$ cat config.mk
export PLATFORM = sky130hd
export DESIGN_NAME = pdpw_top
export DESIGN_NICKNAME = d
export VERILOG_FILES = /design/src/hw/pdpw_pkg.sv /design/src/hw/pdpw_top.sv
export SDC_FILE = /design/constraint.sdc
export NUM_CORES = 1
export LEC_CHECK = 0
export BUFFER_PORTS_ARGS = -buffer_cell sky130_fd_sc_hd__buf_2
export CORE_UTILIZATION = 45
export DETAILED_ROUTE_END_ITERATION = 8
export PLACE_DENSITY_LB_ADDON = 0.08
export SETUP_SLACK_MARGIN = 0.2
export SYNTH_ARGS = -nofsm -noshare
export SYNTH_HDL_FRONTEND = slang
export SYNTH_SLANG_ARGS = --single-unit
$ cat constraint.sdc
create_clock -name I_CLK -period 6.15 [get_ports I_CLK]
set_clock_uncertainty 0.1 [all_clocks]
set_input_delay 1.23 -clock I_CLK [delete_from_list [all_inputs] [get_ports I_CLK]]
set_output_delay 1.23 -clock I_CLK [all_outputs]
set_load 0.02 [all_outputs]
$ cat src/hw/pdpw_pkg.sv
// Constants, types and register map of the per-dot pulse width modulator.
// Assumes one 250 MHz system clock; the dot clock arrives as a pin.
package pdpw_pkg;
  localparam int AXI_AW = 5;
  localparam logic [AXI_AW-1:0] REG_CTRL = 5'h00;
  localparam logic [AXI_AW-1:0] REG_STATUS = 5'h04;
  localparam logic [AXI_AW-1:0] REG_INT_STAT = 5'h08;
  localparam logic [AXI_AW-1:0] REG_INT_CLR = 5'h0C;
  localparam logic [AXI_AW-1:0] REG_INT_EN = 5'h10;
  // Control bits, status fields and interrupt bits.
  localparam int CTRL_RETRACE = 0;
  localparam int CTRL_PWR_REDUCE = 1;
  localparam int ST_DONE = 0;
  localparam int ST_RUNNING = 1;
  localparam int ST_PWR_OK = 2;
  localparam int ST_STEP_LSB = 8;
  localparam int ST_SLOPE_LSB = 16;
  localparam int INT_DONE = 0;
  localparam int INT_TIMEOUT = 1;
  localparam logic [1:0] CTRL_RESET = 2'h0;
  localparam logic [1:0] INT_RESET = 2'h0;
  localparam logic [1:0] RESP_OKAY = 2'h0;
  localparam logic [1:0] RESP_SLVERR = 2'h2;
  // Code decoding and ramp geometry.
  localparam logic [7:0] CODE_ZERO = 8'h00;
  localparam logic [7:0] CODE_FULL = 8'hFF;
  localparam logic [8:0] POS_SPAN = 9'h100;
  localparam logic [8:0] POS_CENTRE = 9'h080;
  localparam logic [7:0] OVER_POS = 8'h05;
  localparam int SLOPE_W = 12;
  localparam logic [SLOPE_W-1:0] SLOPE_NOM = 12'h100;
  localparam logic [SLOPE_W-1:0] SLOPE_MIN = 12'h080;
  localparam logic [SLOPE_W-1:0] SLOPE_STEP = 12'h004;
  // Calibration pacing.
  localparam logic [4:0] CAL_DIV_LAST = 5'h1F;
  localparam logic [6:0] CAL_MAX_STEPS = 7'h40;
  localparam logic [11:0] CAL_MAX_DOTS = 12'h800;

  typedef enum logic [1:0] {CAL_IDLE, CAL_HOLD, CAL_RUN} pdpw_cal_t;

  typedef struct packed {
    logic [7:0] code;
    logic single;
    logic lead;
  } pdpw_dot_t;
endpackage : pdpw_pkg

$ cat src/hw/pdpw_top.sv
// Per-dot pulse width modulator with calibration and an AXI4-Lite register file.
// Assumes pin inputs are asynchronous to I_CLK and the dot clock is much slower than I_CLK.
//
// Local design decisions: the register offsets and the AXI4-Lite register port.
`timescale 1ns/100ps
module pdpw_top import pdpw_pkg::*; (
  input wire logic I_CLK, // System clock, 250 MHz.
  input wire logic I_SYS_RST, // Asynchronous reset, active high.
  input wire logic I_DOT_CLK, // Dot clock pin.
  input wire logic [7:0] I_WIDTH_CODE_BITS, // Width code.
  input wire logic I_SINGLE_OR_DUAL_EDGE_SELECT, // High for single edge.
  input wire logic I_LEADING_OR_TRAILING_EDGE_SELECT, // High for leading edge.
  input wire logic I_RETRACE, // Forces output high.
  input wire logic I_POWER_REDUCE_N, // Low to save power.
  input wire logic I_CAL_REQ, // Calibration request pulse.
  output logic O_PWM, // Modulated output.
  output logic O_CAL_DONE, // Calibration complete.
  output logic O_IRQ, // Level interrupt.
  input wire logic I_S_AWVALID, // Write address valid.
  output logic O_S_AWREADY, // Write address ready.
  input wire logic [AXI_AW-1:0] I_S_AWADDR, // Write address.
  input wire logic I_S_WVALID, // Write data valid.
  output logic O_S_WREADY, // Write data ready.
  input wire logic [31:0] I_S_WDATA, // Write data.
  input wire logic [3:0] I_S_WSTRB, // Write strobes.
  output logic O_S_BVALID, // Write response valid.
  input wire logic I_S_BREADY, // Write response ready.
  output logic [1:0] O_S_BRESP, // Write response.
  input wire logic I_S_ARVALID, // Read address valid.
  output logic O_S_ARREADY, // Read address ready.
  input wire logic [AXI_AW-1:0] I_S_ARADDR, // Read address.
  output logic O_S_RVALID, // Read data valid.
  input wire logic I_S_RREADY, // Read data ready.
  output logic [31:0] O_S_RDATA, // Read data.
  output logic [1:0] O_S_RRESP // Read response.
);

  // Saturating ramp advance; a fast ramp parks at full scale instead of wrapping.
  function automatic logic [15:0] ramp_step(input logic [15:0] r, input logic [SLOPE_W-1:0] s);
    logic [16:0] sum;
    sum = {1'b0, r} + {5'h00, s};
    return sum[16] ? 16'hFFFF : sum[15:0];
  endfunction : ramp_step

  // Level of a partial pulse at ramp position pos for the given placement.
  function automatic logic pulse_level(input pdpw_dot_t d, input logic [7:0] pos);
    logic [8:0] p;
    logic [8:0] c;
    p = {1'b0, pos};
    c = {1'b0, d.code};
    if (d.single && d.lead) begin
      return p >= (POS_SPAN - c);
    end else if (d.single) begin
      return p < c;
    end else begin
      return (p >= (POS_CENTRE - {1'b0, c[8:1]})) && (p < (POS_CENTRE + ((c + 9'h001) >> 1)));
    end
  endfunction : pulse_level

  // Two-stage synchronisers for every pin; the first stage feeds only the second.
  logic [13:0] pin_s1_q;
  logic [13:0] pin_s2_q;
  logic dot_s3_q;
  always_ff @(posedge I_CLK or posedge I_SYS_RST) begin
    if (I_SYS_RST) begin
      pin_s1_q <= 14'h0000;
      pin_s2_q <= 14'h0000;
      dot_s3_q <= 1'b0;
    end else begin
      pin_s1_q <= {I_DOT_CLK, I_CAL_REQ, I_RETRACE, I_POWER_REDUCE_N,
                   I_SINGLE_OR_DUAL_EDGE_SELECT, I_LEADING_OR_TRAILING_EDGE_SELECT,
                   I_WIDTH_CODE_BITS};
      pin_s2_q <= pin_s1_q;
      dot_s3_q <= pin_s2_q[13];
    end
  end

  logic dot_edge;
  logic cal_req;
  logic retrace;
  logic pwr_ok;
  pdpw_dot_t in_dot;
  logic [1:0] ctrl_q;
  assign dot_edge = pin_s2_q[13] && !dot_s3_q;
  assign cal_req = pin_s2_q[12];
  assign retrace = pin_s2_q[11] || ctrl_q[CTRL_RETRACE];
  assign pwr_ok = pin_s2_q[10] && !ctrl_q[CTRL_PWR_REDUCE];
  assign in_dot = '{code: pin_s2_q[7:0], single: pin_s2_q[9], lead: pin_s2_q[8]};

  // Master and slave latches plus the ramp that measures position within a period.
  pdpw_dot_t stage1_q, stage1_d, stage2_q, stage2_d;
  logic [15:0] ramp_q, ramp_d;
  logic prev_full_q, prev_full_d;
  logic [SLOPE_W-1:0] slope_q;
  logic [7:0] pos;
  logic ramp_full;
  assign pos = ramp_q[15:8];
  assign ramp_full = (pos == CODE_FULL);
  always_comb begin
    stage1_d = stage1_q;
    stage2_d = stage2_q;
    ramp_d = ramp_q;
    prev_full_d = prev_full_q;
    if (dot_edge) begin
      stage1_d = in_dot;
      stage2_d = stage1_q;
      ramp_d = 16'h0000;
      prev_full_d = pwr_ok && (stage2_q.code == CODE_FULL);
    end else if (pwr_ok) begin
      ramp_d = ramp_step(ramp_q, slope_q);
    end
  end
  always_ff @(posedge I_CLK or posedge I_SYS_RST) begin
    if (I_SYS_RST) begin
      stage1_q <= '0;
      stage2_q <= '0;
      ramp_q <= 16'h0000;
      prev_full_q <= 1'b0;
    end else begin
      stage1_q <= stage1_d;
      stage2_q <= stage2_d;
      ramp_q <= ramp_d;
      prev_full_q <= prev_full_d;
    end
  end

  // Output decode; full-scale codes bypass the ramp compare.
  logic pwm_d;
  always_comb begin
    if (retrace) begin
      pwm_d = 1'b1;
    end else if (!pwr_ok) begin
      pwm_d = 1'b0;
    end else if (stage2_q.code == CODE_ZERO) begin
      pwm_d = 1'b0;
    end else if (stage2_q.code == CODE_FULL) begin
      pwm_d = 1'b1;
    end else if (prev_full_q && (pos < OVER_POS)) begin
      pwm_d = 1'b1;
    end else begin
      pwm_d = pulse_level(stage2_q, pos);
    end
  end
  // boundary pulses join since one register drives the pin with no gap.
  always_ff @(posedge I_CLK or posedge I_SYS_RST) begin
    if (I_SYS_RST) begin
      O_PWM <= 1'b0;
    end else begin
      O_PWM <= pwm_d;
    end
  end

  // Calibration: trims the ramp slope until full scale is reached within a period.
  pdpw_cal_t cal_q, cal_d;
  logic [4:0] div_q, div_d;
  logic [6:0] step_q, step_d;
  logic [SLOPE_W-1:0] slope_d;
  logic done_q, done_d;
  logic [11:0] dots_q, dots_d;
  logic ev_done, ev_timeout;
  always_comb begin
    cal_d = cal_q;
    div_d = div_q;
    step_d = step_q;
    slope_d = slope_q;
    done_d = done_q;
    dots_d = dots_q;
    ev_done = 1'b0;
    ev_timeout = 1'b0;
    if (cal_req) begin
      cal_d = CAL_HOLD;
      done_d = 1'b0;
      div_d = 5'h00;
      step_d = 7'h00;
      slope_d = SLOPE_MIN;
      dots_d = 12'h000;
    end else begin
      unique case (cal_q)
        CAL_IDLE: begin
        end
        CAL_HOLD: begin
          cal_d = CAL_RUN;
        end
        CAL_RUN: begin
          if (dot_edge) begin
            dots_d = dots_q + 12'h001;
            div_d = div_q + 5'h01;
            if (ramp_full) begin
              cal_d = CAL_IDLE;
              done_d = 1'b1;
              ev_done = 1'b1;
            end else if (div_q == CAL_DIV_LAST) begin
              step_d = step_q + 7'h01;
              slope_d = slope_q + SLOPE_STEP;
              // last step ends the run, so done never comes later than 32 x 64 dots.
              if (step_q == CAL_MAX_STEPS - 7'h01) begin
                cal_d = CAL_IDLE;
                done_d = 1'b1;
                ev_done = 1'b1;
                ev_timeout = 1'b1;
              end
            end
          end
        end
      endcase
    end
  end
  always_ff @(posedge I_CLK or posedge I_SYS_RST) begin
    if (I_SYS_RST) begin
      cal_q <= CAL_IDLE;
      div_q <= 5'h00;
      step_q <= 7'h00;
      slope_q <= SLOPE_NOM;
      done_q <= 1'b0;
      dots_q <= 12'h000;
      O_CAL_DONE <= 1'b0;
    end else begin
      cal_q <= cal_d;
      div_q <= div_d;
      step_q <= step_d;
      slope_q <= slope_d;
      done_q <= done_d;
      dots_q <= dots_d;
      O_CAL_DONE <= done_d;
    end
  end

  // AXI4-Lite slave; one write and one read in flight, unmapped offsets answer SLVERR.
  logic aw_got_q, aw_got_d, w_got_q, w_got_d;
  logic [AXI_AW-1:0] waddr_q, waddr_d;
  logic [31:0] wdata_q, wdata_d;
  logic wlane_q, wlane_d;
  logic bvalid_d, awready_d, wready_d, arready_d, rvalid_d;
  logic [1:0] bresp_d, rresp_d;
  logic [31:0] rdata_d;
  logic [1:0] ctrl_d, int_stat_q, int_stat_d, int_en_q, int_en_d;
  logic wr_fire;
  logic [31:0] status;
  assign wr_fire = aw_got_q && w_got_q && !O_S_BVALID;
  always_comb begin
    status = 32'h0000_0000;
    status[ST_DONE] = done_q;
    status[ST_RUNNING] = (cal_q != CAL_IDLE);
    status[ST_PWR_OK] = pwr_ok;
    status[ST_STEP_LSB +: 7] = step_q;
    status[ST_SLOPE_LSB +: SLOPE_W] = slope_q;
  end
  always_comb begin
    aw_got_d = aw_got_q;
    w_got_d = w_got_q;
    waddr_d = waddr_q;
    wdata_d = wdata_q;
    wlane_d = wlane_q;
    bvalid_d = O_S_BVALID;
    bresp_d = O_S_BRESP;
    rvalid_d = O_S_RVALID;
    rdata_d = O_S_RDATA;
    rresp_d = O_S_RRESP;
    ctrl_d = ctrl_q;
    int_en_d = int_en_q;
    // Set wins over a clear that lands in the same cycle.
    int_stat_d = int_stat_q;
    if (I_S_AWVALID && O_S_AWREADY) begin
      aw_got_d = 1'b1;
      waddr_d = I_S_AWADDR;
    end
    if (I_S_WVALID && O_S_WREADY) begin
      w_got_d = 1'b1;
      wdata_d = I_S_WDATA;
      wlane_d = I_S_WSTRB[0];
    end
    if (O_S_BVALID && I_S_BREADY) begin
      bvalid_d = 1'b0;
    end
    if (wr_fire) begin
      aw_got_d = 1'b0;
      w_got_d = 1'b0;
      bvalid_d = 1'b1;
      bresp_d = RESP_OKAY;
      unique case (waddr_q)
        REG_CTRL: if (wlane_q) ctrl_d = wdata_q[1:0];
        REG_INT_CLR: if (wlane_q) int_stat_d = int_stat_q & ~wdata_q[1:0];
        REG_INT_EN: if (wlane_q) int_en_d = wdata_q[1:0];
        REG_STATUS, REG_INT_STAT: begin
        end
        default: bresp_d = RESP_SLVERR;
      endcase
    end
    if (ev_done) begin
      int_stat_d[INT_DONE] = 1'b1;
    end
    if (ev_timeout) begin
      int_stat_d[INT_TIMEOUT] = 1'b1;
    end
    if (O_S_RVALID && I_S_RREADY) begin
      rvalid_d = 1'b0;
    end
    if (I_S_ARVALID && O_S_ARREADY) begin
      rvalid_d = 1'b1;
      rresp_d = RESP_OKAY;
      unique case (I_S_ARADDR)
        REG_CTRL: rdata_d = {30'h0000_0000, ctrl_q};
        REG_STATUS: rdata_d = status;
        REG_INT_STAT: rdata_d = {30'h0000_0000, int_stat_q};
        REG_INT_EN: rdata_d = {30'h0000_0000, int_en_q};
        REG_INT_CLR: rdata_d = 32'h0000_0000;
        default: begin
          rdata_d = 32'h0000_0000;
          rresp_d = RESP_SLVERR;
        end
      endcase
    end
    awready_d = !aw_got_d && !bvalid_d;
    wready_d = !w_got_d && !bvalid_d;
    arready_d = !rvalid_d;
  end
  always_ff @(posedge I_CLK or posedge I_SYS_RST) begin
    if (I_SYS_RST) begin
      aw_got_q <= 1'b0;
      w_got_q <= 1'b0;
      waddr_q <= '0;
      wdata_q <= 32'h0000_0000;
      wlane_q <= 1'b0;
      O_S_BVALID <= 1'b0;
      O_S_BRESP <= RESP_OKAY;
      O_S_RVALID <= 1'b0;
      O_S_RDATA <= 32'h0000_0000;
      O_S_RRESP <= RESP_OKAY;
      O_S_AWREADY <= 1'b0;
      O_S_WREADY <= 1'b0;
      O_S_ARREADY <= 1'b0;
      ctrl_q <= CTRL_RESET;
      int_stat_q <= INT_RESET;
      int_en_q <= INT_RESET;
      O_IRQ <= 1'b0;
    end else begin
      aw_got_q <= aw_got_d;
      w_got_q <= w_got_d;
      waddr_q <= waddr_d;
      wdata_q <= wdata_d;
      wlane_q <= wlane_d;
      O_S_BVALID <= bvalid_d;
      O_S_BRESP <= bresp_d;
      O_S_RVALID <= rvalid_d;
      O_S_RDATA <= rdata_d;
      O_S_RRESP <= rresp_d;
      O_S_AWREADY <= awready_d;
      O_S_WREADY <= wready_d;
      O_S_ARREADY <= arready_d;
      ctrl_q <= ctrl_d;
      int_stat_q <= int_stat_d;
      int_en_q <= int_en_d;
      O_IRQ <= |(int_stat_d & int_en_d);
    end
  end
endmodule : pdpw_top

==> impl_metrics.yaml, run 1 <==
worst_setup_path:
  path_buf_inv: 0
  critPathMostFrequentCell: "ha_1"
  cp_top_family: "compound AO/OA/AOI/OAI gates"
  max_stage_delay_ns: 0.42
  rrSetupSlack_ns: 3.41
  path_cells: "ha_1, and3_1, nand3_1, xnor2_1, ha_1, a2111oi_0, a31oi_1, a221oi_1, o31a_1"
  r2r_start: "stage2_q[3]"
  worstSetupStartpointType: "flop"
  crit_arrival_ns: 2.99
  reg2reg_to: "O_PWM"
  cp.required_ns: 6.40
  cp_max_fo: 5
  reg2reg_depth: 9
  critPathSlowestCell: "a2111oi_0"
  cp-end-kind: "flop"
  crit_type: "flop to flop"
clocking:
  clockRootBuffer: "clkbuf_16"
  cts_made_buffers: 17
  postCtsHoldBufs: 0
  tritoncts: "yes"
  clock_latency_ns: 0.42
  post_cts_buffers: 0
  cts.sinks: 135
  clock_path_buffers: 2
  h-tree-depth: 4
  clkSlewWorstSetupHoldPaths_ns: 0.06
  cts_resized: 0
floorplan:
  die_x_um: 124
  rows: 44
  core-area_mm2: 0.0145
  io_pins: 111
  start_util: 0.462
  die_y_um: 124
  die-area_mm2: 0.0154
placed_design:
  place_ws_ns: 3.36
  portBuffers: 65
  dp_hpwl_mm: 9.91
  gp_congestion: 0.857
sta:
  timing.fmax_mhz: 365
  timing.final.hold_violations: 0
  rsz0062_at_grt: "false"
  tightest_slew_ns: 0.935
  setup_viol: 0
  setup_ws_ns: 3.41
  relSlewSlack: 0.376
  fin_crit_ns: 2.74
  maxSlewViolCount: 0
  tns_ns: 0
  post-route-period-util: 0.446
grt:
  overflow: 0
  antenna_found_initial: 0
  grt_pass1_vias: 4782
  grt_max_degree: 94
  grt_pass1_wl_mm: 23.7
  track_usage: 0.202
synthesis:
  synthTopCellsByCount: "dfrtp_1, nand2_1, ha_1"
  yosys.area.top_type: "dfrtp_1"
  yosysMostFrequentCell: "dfrtp_1"
  syn_area_mm2: 0.00671
  synth-edff-count: 0
  ys_warn_count: 0
  yosysTopAreaCellShare: 0.500
  ys_top_cells_by_area: "dfrtp_1, ha_1, nand2_1"
  synth_cell_type_count: 63
  ys_seq_area_frac: 0.504
  synthArstFlopShare: 1.00
  syn_avg_cell_area_um2: 10.1
  synthCells: 662
  synth_seq_cells: 135
  synthFlopType: "dfrtp_1"
route:
  drt.antenna.violating_nets: 0
  drt_iter0_markers: 275
  viasPerCell: 5.34
  wire_per_inst_um: 15.1
  vias: 4914
  first_pass_iters: 5
  drc_errors: 0
  wl_mm: 13.9
power_and_ir_drop:
  static-leakage-power_nw: 3.71
  peakVddDrop_mv: 0.249
  power_density_mw_per_mm2: 318
hold_path:
  hp-class: "flop to flop"
  holdPathEnd: "pin_s2_q[13]"
  min_from: "pin_s1_q[13]"
  hold_path_depth: 0
finish:
  multi_input_area_mm2: 0.00308
  num-fill-cells: 1346
  fin_util: 0.534
  n_antenna_cell: 0
  nNetsFinal: 840
  drive_gt1_frac: 0.176
  area_delta_synth_final_pct: 15.6
  seq_area_mm2: 0.00338
flow_run:
  drv_cap: 0
run_status:
  status: "complete, no violations"
==> report_power, final <==
group / switching (mW) / internal [mW]
Combinational: 0.213 / 0.157
Sequential: 0.0783 / 0.977
Clock: 0.373 / 0.672
==> how the worst max path moves through the flow <==
stage	cells past startpoint	endpoint	slack [ns]	from
finish	9	O_PWM	3.41	stage2_q[3]
global route	9	O_PWM	3.25	stage2_q[3]
CTS	9	O_PWM	3.41	stage2_q[2]
detailed placement	7	O_S_RDATA[1]	3.36	I_S_ARADDR[4]
global placement	7	O_S_RDATA[1]	3.37	I_S_ARADDR[4]
floorplan	1	O_IRQ	1.21	I_SYS_RST
==> per-layer routing <==
layer | wire (µm) | GRT usage | up-vias
li1 | - | - | 2414
met1 | 6770 | 0.283 | 2369
met2 | 6330 | 0.302 | 118
met3 | 586 | 0.0504 | 13
met4 | 181 | 0.0692 | 0
met5 | 0 | 0 | -
==> cell type report <==
| cell class | instances | share of cell area |
|---|---|---|
| Clock buffer | 22 | 0.0611 |
| Tap cell | 184 | 0.0297 |
| Timing Repair Buffer | 70 | 0.0468 |
| Clock inverter | 9 | 0.0182 |
| Inverter | 22 | 0.0113 |
| Sequential cell | 135 | 0.436 |
| Multi-Input combinational cell | 479 | 0.397 |
==> state kept, by name, indices dropped and copies added, names as in the netlist, 2 cells and up <==
signal,count
int_en_q,2
cal_q,2
O_S_RDATA,21
step_q,7
waddr_q,5
stage2_q,10
pin_s2_q,14
wdata_q,2
ramp_q,14
ctrl_q,2
slope_q,10
div_q,5
stage1_q,10
int_stat_q,2
pin_s1_q,14
==> kinds of logic after synthesis <==
| family | count (synthesis) | synth area share |
|---|---|---|
| AOI/OAI and AO/OA | 125 | 0.114 |
| xor gates and xnor gates | 38 | 0.0496 |
| adders and majority gates | 49 | 0.0910 |
| buffers and inverters | 59 | 0.0446 |
| DFF | 135 | 0.504 |
| muxes | 16 | 0.0263 |
| other | 1 | 0.000559 |
| and+or+nand+nor | 239 | 0.170 |
==> cell usage in the layout, fill, tap and decap left out, types with 9 or more instances in the layout <==
cell type	n
buf_2	65
and3_1	10
mux2_2	13
nand2_1	120
clkbuf_16	17
inv_1	19
a21oi_1	29
nor3_1	9
ha_1	48
xnor2_1	26
nand4_1	15
a31oi_1	11
xor2_1	12
nor2_1	31
o21ai_1	11
dfrtp_1	134
nand3_1	15
o21ai_0	41
conb_1	12
==> per-stage QoR <==
stage | cell area (µm²) | power [mW] | hold slack (ns) | cells
after floorplan | 6750 | 1.34 | 0.231 | 673
after global placement | 7140 | 1.43 | 0.232 | 890
after detailed placement | 7140 | 1.44 | 0.235 | 890
after CTS | 7760 | 2.50 | 0.248 | 921
after global routing | 7760 | 2.61 | 0.255 | 921
final | 7760 | 2.47 | 0.247 | 921
No activity file was read; power rests on OpenSTA's default activity.
==> inputs of run 2 (changes only) <==
--- a/config.mk
+++ b/config.mk
@@ -5,6 +5,7 @@
 export SDC_FILE = /design/constraint.sdc
 export NUM_CORES = 1
 export LEC_CHECK = 0
+export ABC_AREA = 1
 export BUFFER_PORTS_ARGS = -buffer_cell sky130_fd_sc_hd__buf_2
 export CORE_UTILIZATION = 45
 export DETAILED_ROUTE_END_ITERATION = 8
==> constraint.sdc (replaced) <==
create_clock -name I_CLK -period 2.5 [get_ports I_CLK]
set_clock_uncertainty 0.1 [all_clocks]
set_input_delay 0.5 -clock I_CLK [delete_from_list [all_inputs] [get_ports I_CLK]]
set_output_delay 0.5 -clock I_CLK [all_outputs]
set_load 0.02 [all_outputs]
==> impl_metrics.yaml, run 2 <==
run_status:
  status: "finished, violations left"
  violations: "negative setup slack"
route:
  wire_per_inst_um: 13.9
  drt.antenna.violating_nets: 0
  drt_iter0_markers: 368
  first_pass_iters: 5
  wl_mm: 15.9
  viasPerCell: 4.99
  drc_errors: 0
  vias: 5715
floorplan:
  die-area_mm2: 0.0162
  core-area_mm2: 0.0153
  rows: 45
  die_x_um: 127
  die_y_um: 127
  start_util: 0.462
  io_pins: 111
clocking:
  clockRootBuffer: "clkbuf_16"
  clock_path_buffers: 2
  tritoncts: "yes"
  h-tree-depth: 4
  cts_made_buffers: 17
  clock_latency_ns: 0.42
  cts.sinks: 135
  clkSlewWorstSetupHoldPaths_ns: 0.07
  postCtsHoldBufs: 0
sta:
  timing.hold.ws_ns: 0.0789
  timing.fmax_mhz: 392
  relSlewSlack: 0.624
  maxSlewViolCount: 0
  setup_viol: 1
  fin_crit_ns: 2.55
  tns_ns: -0.0540
  rsz0062_at_grt: "true"
  setup_ws_ns: -0.0540
  tightest_slew_ns: 0.564
  post-route-period-util: 1.02
  timing.final.hold_violations: 0
power_and_ir_drop:
  p_sw_frac: 0.333
  power_density_mw_per_mm2: 782
  p_sw_mw: 2.20
  p_int_mw: 4.40
  p_total_mw: 6.60
  peakVddDrop_mv: 0.511
  pwr-share-comb: 0.216
  sequentialPowerShare: 0.399
  static-leakage-power_nw: 4.37
  pwr-share-clk: 0.386
worst_setup_path:
  critPathMostFrequentCell: "nand2_1"
  cp.required_ns: 2.71
  crit_type: "flop to flop"
  crit_arrival_ns: 2.77
  reg2reg_depth: 19
  reg2reg_to: "O_PWM"
  cp_max_fo: 4
  path_cells: "ha_2, nand2_2, nor2_4, inv_2, nor2_4, nand2_2, xor2_1, ha_1, nand2_1, inv_1, nand3_2, nor2_2, nor2_1, nand2_1, nor2_1, nor2_1, nand3_1, nand2_1, nand2_1"
  max_stage_delay_ns: 0.41
  r2r_start: "stage2_q[4]"
  critPathSlowestCell: "dfrtp_1"
  worstSetupStartpointType: "flop"
  rrSetupSlack_ns: -0.05
  cp-end-kind: "flop"
synthesis:
  syn_avg_cell_area_um2: 8.57
  syn_area_mm2: 0.00705
  synthFlopType: "dfrtp_1"
  synthTopCellsByCount: "nand2_1, dfrtp_1, inv_1"
  synthArstFlopShare: 1.00
  ys_top_cells_by_area: "dfrtp_1, nand2_1, ha_1"
  synth_seq_cells: 135
  synth-edff-count: 0
  synth_cell_type_count: 48
  yosysMostFrequentCell: "nand2_1"
  ys_warn_count: 0
  yosys.area.top_type: "dfrtp_1"
  yosysTopAreaCellShare: 0.476
  ys_seq_area_frac: 0.480
  synthCells: 822
finish:
  nNetsFinal: 1037
  final_cell_mix: "nand2_1, dfrtp_1, inv_1, buf_2, nor2_1"
  regMostFlops: "O_S_RDATA"
  drive_gt1_frac: 0.188
  n_antenna_cell: 0
  area_delta_synth_final_pct: 19.8
  final_common_cell: "nand2_1"
  largest_reg_flops: 21
  final_area_mm2: 0.00844
grt:
  antenna_found_initial: 0
  overflow: 0
  grt_pass1_wl_mm: 27.1
  grt_max_degree: 105
  grt_pass1_vias: 5685
  track_usage: 0.213
flow_run:
  drv_cap: 0
placed_design:
  portBuffers: 65
  dp_hpwl_mm: 11.3
  gp_congestion: 0.900
  place_area_mm2: 0.00767
hold_path:
  min_from: "I_CAL_REQ"
  holdPathEnd: "pin_s1_q[12]"
  hold_path_depth: 1
  hp-class: "input pin to flop"
## run 2: cell type report
cell class              instances  area, µm²
fillers                      1418       6820
flip-flops and latches        135       3380
multi-input cells             569       3220
repair buffers                 98        589
clock buffers                  17        425
inverters                     101        385
well taps                     211        264
clock inverters                15        176
## run 2: cell families after synthesis
family,after synthesis,synth area share
AOI/OAI and AO/OA,121,0.102
xor gates and xnor gates,18,0.0224
adders and majority gates,48,0.0852
buffers and inverters,129,0.0779
DFF,135,0.480
other,1,0.000532
and+or+nand+nor,370,0.232
## run 2: per-layer routing
metal | up-vias | part of all wire | track usage
met1 | 2672 | 0.49 | 0.297
met5 | - | 0 | 0
met4 | 0 | 0.019 | 0.0840
met2 | 154 | 0.45 | 0.325
li1 | 2860 | - | -
met3 | 29 | 0.046 | 0.0473
## run 2: timing repair
action                     CTS  global route
pin swaps                    0            12
gates resized for setup      1            20
setup endpoints to repair    1             4
buffers inserted             1            13
## run 2: worst max-delay path by stage
stage,startpoint,end
final,stage2_q[4],O_PWM
after global routing,stage2_q[4],O_PWM
after CTS,stage2_q[3],O_PWM
after detailed placement,stage2_q[3],O_PWM
after global placement,stage2_q[3],O_PWM
after floorplan,stage2_q[4],O_PWM
## run 2: per-stage QoR
step                utilization  setup slack (ns)  cells
floorplan                     -             0.210    833
global placement          0.503            0.0763   1100
CTS                       0.543            0.0337   1133
detailed placement        0.503            0.0254   1100
global route              0.553            -0.243   1146
finish                    0.553           -0.0540   1146
## run 2: power by group through the flow
stage	clock (mW)	combinational, mW	sequential (mW)
after global routing	2.70	1.65	2.66
after global placement	0	1.34	2.65
after detailed placement	0	1.37	2.66
final	2.54	1.42	2.63
after floorplan	0	0.924	2.67
after CTS	2.60	1.39	2.62
## run 2: worst max-delay path, delay by kind of cell, from the launching register on
kind	cells	cell delay [ns]
DFF	1	0.41
buffers and inverters	2	0.12
and+or+nand+nor	14	1.17
xor gates and xnor gates	1	0.15
adders and majority gates	2	0.51
==> inputs of run 3 (changes only) <==
--- a/config.mk
+++ b/config.mk
@@ -10,6 +10,7 @@
 export CORE_UTILIZATION = 45
 export DETAILED_ROUTE_END_ITERATION = 8
 export PLACE_DENSITY_LB_ADDON = 0.08
+export REMOVE_ABC_BUFFERS = 1
 export SETUP_SLACK_MARGIN = 0.2
 export SYNTH_ARGS = -nofsm -noshare
 export SYNTH_HDL_FRONTEND = slang
==> impl_metrics.yaml, run 3 (synthesized netlist as in run 2, its figures left out) <==
grt:
  grt_pass1_wl_mm: 26.2
  track_usage: 0.207
  grt_max_degree: 60
  antenna_found_initial: 0
  grt_pass1_vias: 5504
  overflow: 0
placed_design:
  portBuffers: 65
  dp_hpwl_mm: 11.6
  gp_congestion: 0.868
  place_ws_ns: 0.0227
floorplan:
  die_y_um: 127
  io_pins: 111
  rows: 45
  die-area_mm2: 0.0162
  start_util: 0.462
  core-area_mm2: 0.0153
  die_x_um: 127
worst_setup_path:
  cp.required_ns: 2.69
  crit_type: "flop to flop"
  rrSetupSlack_ns: -0.009
  cp-startpoint: "stage2_q[4]"
  cp-end-kind: "flop"
  r2r_start: "stage2_q[4]"
  crit_arrival_ns: 2.70
  cp_max_fo: 4
  worstSetupStartpointType: "flop"
flow_run:
  drv_cap: 0
power_and_ir_drop:
  p_total_mw: 6.39
  peakVddDrop_mv: 0.629
  power_density_mw_per_mm2: 758
  static-leakage-power_nw: 4.35
clocking:
  cts.sinks: 135
  clock_latency_ns: 0.41
  clkSlewWorstSetupHoldPaths_ns: 0.06
  h-tree-depth: 4
  cts_made_buffers: 17
  clockRootBuffer: "clkbuf_16"
  clock_path_buffers: 2
  tritoncts: "yes"
finish:
  n_antenna_cell: 0
  regMostFlops: "O_S_RDATA"
  drive_gt1_frac: 0.189
  final_common_cell: "nand2_1"
  area_delta_synth_final_pct: 19.6
  largest_reg_flops: 21
  nNetsFinal: 1038
  final_cell_mix: "nand2_1, dfrtp_1, inv_1, buf_2, nor2_1"
  num-fill-cells: 1398
sta:
  tightest_slew_ns: 0.532
  timing.fmax_mhz: 399
  maxSlewViolCount: 0
  rsz0062_at_grt: "true"
  timing.final.hold_violations: 0
  setup_ws_ns: -0.00883
  relSlewSlack: 0.645
  fin_crit_ns: 2.51
  post-route-period-util: 1.00
  setup_viol: 1
route:
  vias: 5712
  viasPerCell: 4.98
  wire_per_inst_um: 13.7
  drt_iter0_markers: 295
  first_pass_iters: 5
  wl_mm: 15.7
  drt.antenna.violating_nets: 0
  drc_errors: 0
run_status:
  status: "finished, violations left"
  violations: "negative setup slack"
hold_path:
  hp-class: "input pin to async pin"
-- run 3: path summary, 6_finish.rpt --
kind | endpoint | depth (start not counted)
max in group asynchronous | O_S_RDATA[11] | 3
min in group I_CLK | pin_s1_q[2] | 1
max reg2reg | O_PWM | 19
min reg2reg | pin_s2_q[3] | 0
min | O_S_WREADY | 2
max | O_PWM | 19
-- run 3: layer usage --
| layer | part of all wire | GRT usage | wire length (µm) | vias to the layer above |
|---|---|---|---|---|
| met5 | 0 | 0 | 0 | - |
| met4 | 0.010 | 0.0637 | 161 | 0 |
| met3 | 0.032 | 0.0381 | 495 | 14 |
| met2 | 0.47 | 0.342 | 7360 | 114 |
| met1 | 0.49 | 0.277 | 7650 | 2725 |
| li1 | - | - | - | 2859 |
-- run 3: metrics by stage --
stage	utilization	std cells	hold slack (ns)	cell area, µm²	TNS, ns
global placement	0.505	1104	0.232	7710	0
floorplan	-	805	0.231	6920	-229.80
global route	0.552	1147	0.0764	8430	-0.193
detailed placement	0.505	1104	0.235	7710	0
finish	0.552	1147	0.0479	8430	-0.00883
CTS	0.544	1138	0.0581	8290	0
-- run 3: worst max-delay path, cell delays in order, from the launching register on --
cell     delay, ns
dfrtp_1       0.43
ha_2          0.21
nand2_2       0.08
nor2_4        0.12
inv_2         0.06
nor2_4        0.11
nand2_2       0.06
xor2_1        0.15
ha_1          0.30
nand2_1       0.05
inv_1         0.06
nand3_2       0.09
nor2_1        0.12
nor2_1        0.04
nand2_1       0.05
nor2_1        0.04
nor2_1        0.14
nand3_1       0.09
nand2_1       0.06
nand2_1       0.04
-- run 3: final cells by class --
type,count,area [µm²],area share
Clock buffer,18,439,0.0521
Clock inverter,14,126,0.0150
Inverter,101,387,0.0459
Multi-Input combinational cell,569,3210,0.381
Sequential cell,135,3380,0.401
Tap cell,211,264,0.0313
Timing Repair Buffer,99,618,0.0733
-- run 3: repair_timing --
action | in CTS | in global routing
endpoints found under the setup margin | 1 | 3
resized for setup | 0 | 20
hold buffers | 0 | 0
pin swaps | 0 | 10
setup buffers | 2 | 9
-- run 3: where the power goes --
part | total [mW] | switching, mW | internal, mW | leakage, nW
logic | 1.42 | 0.905 | 0.516 | 2.35
clock network | 2.35 | 0.950 | 1.40 | 0.265
registers | 2.62 | 0.178 | 2.45 | 1.74
total | 6.39 | 2.03 | 4.36 | 4.35
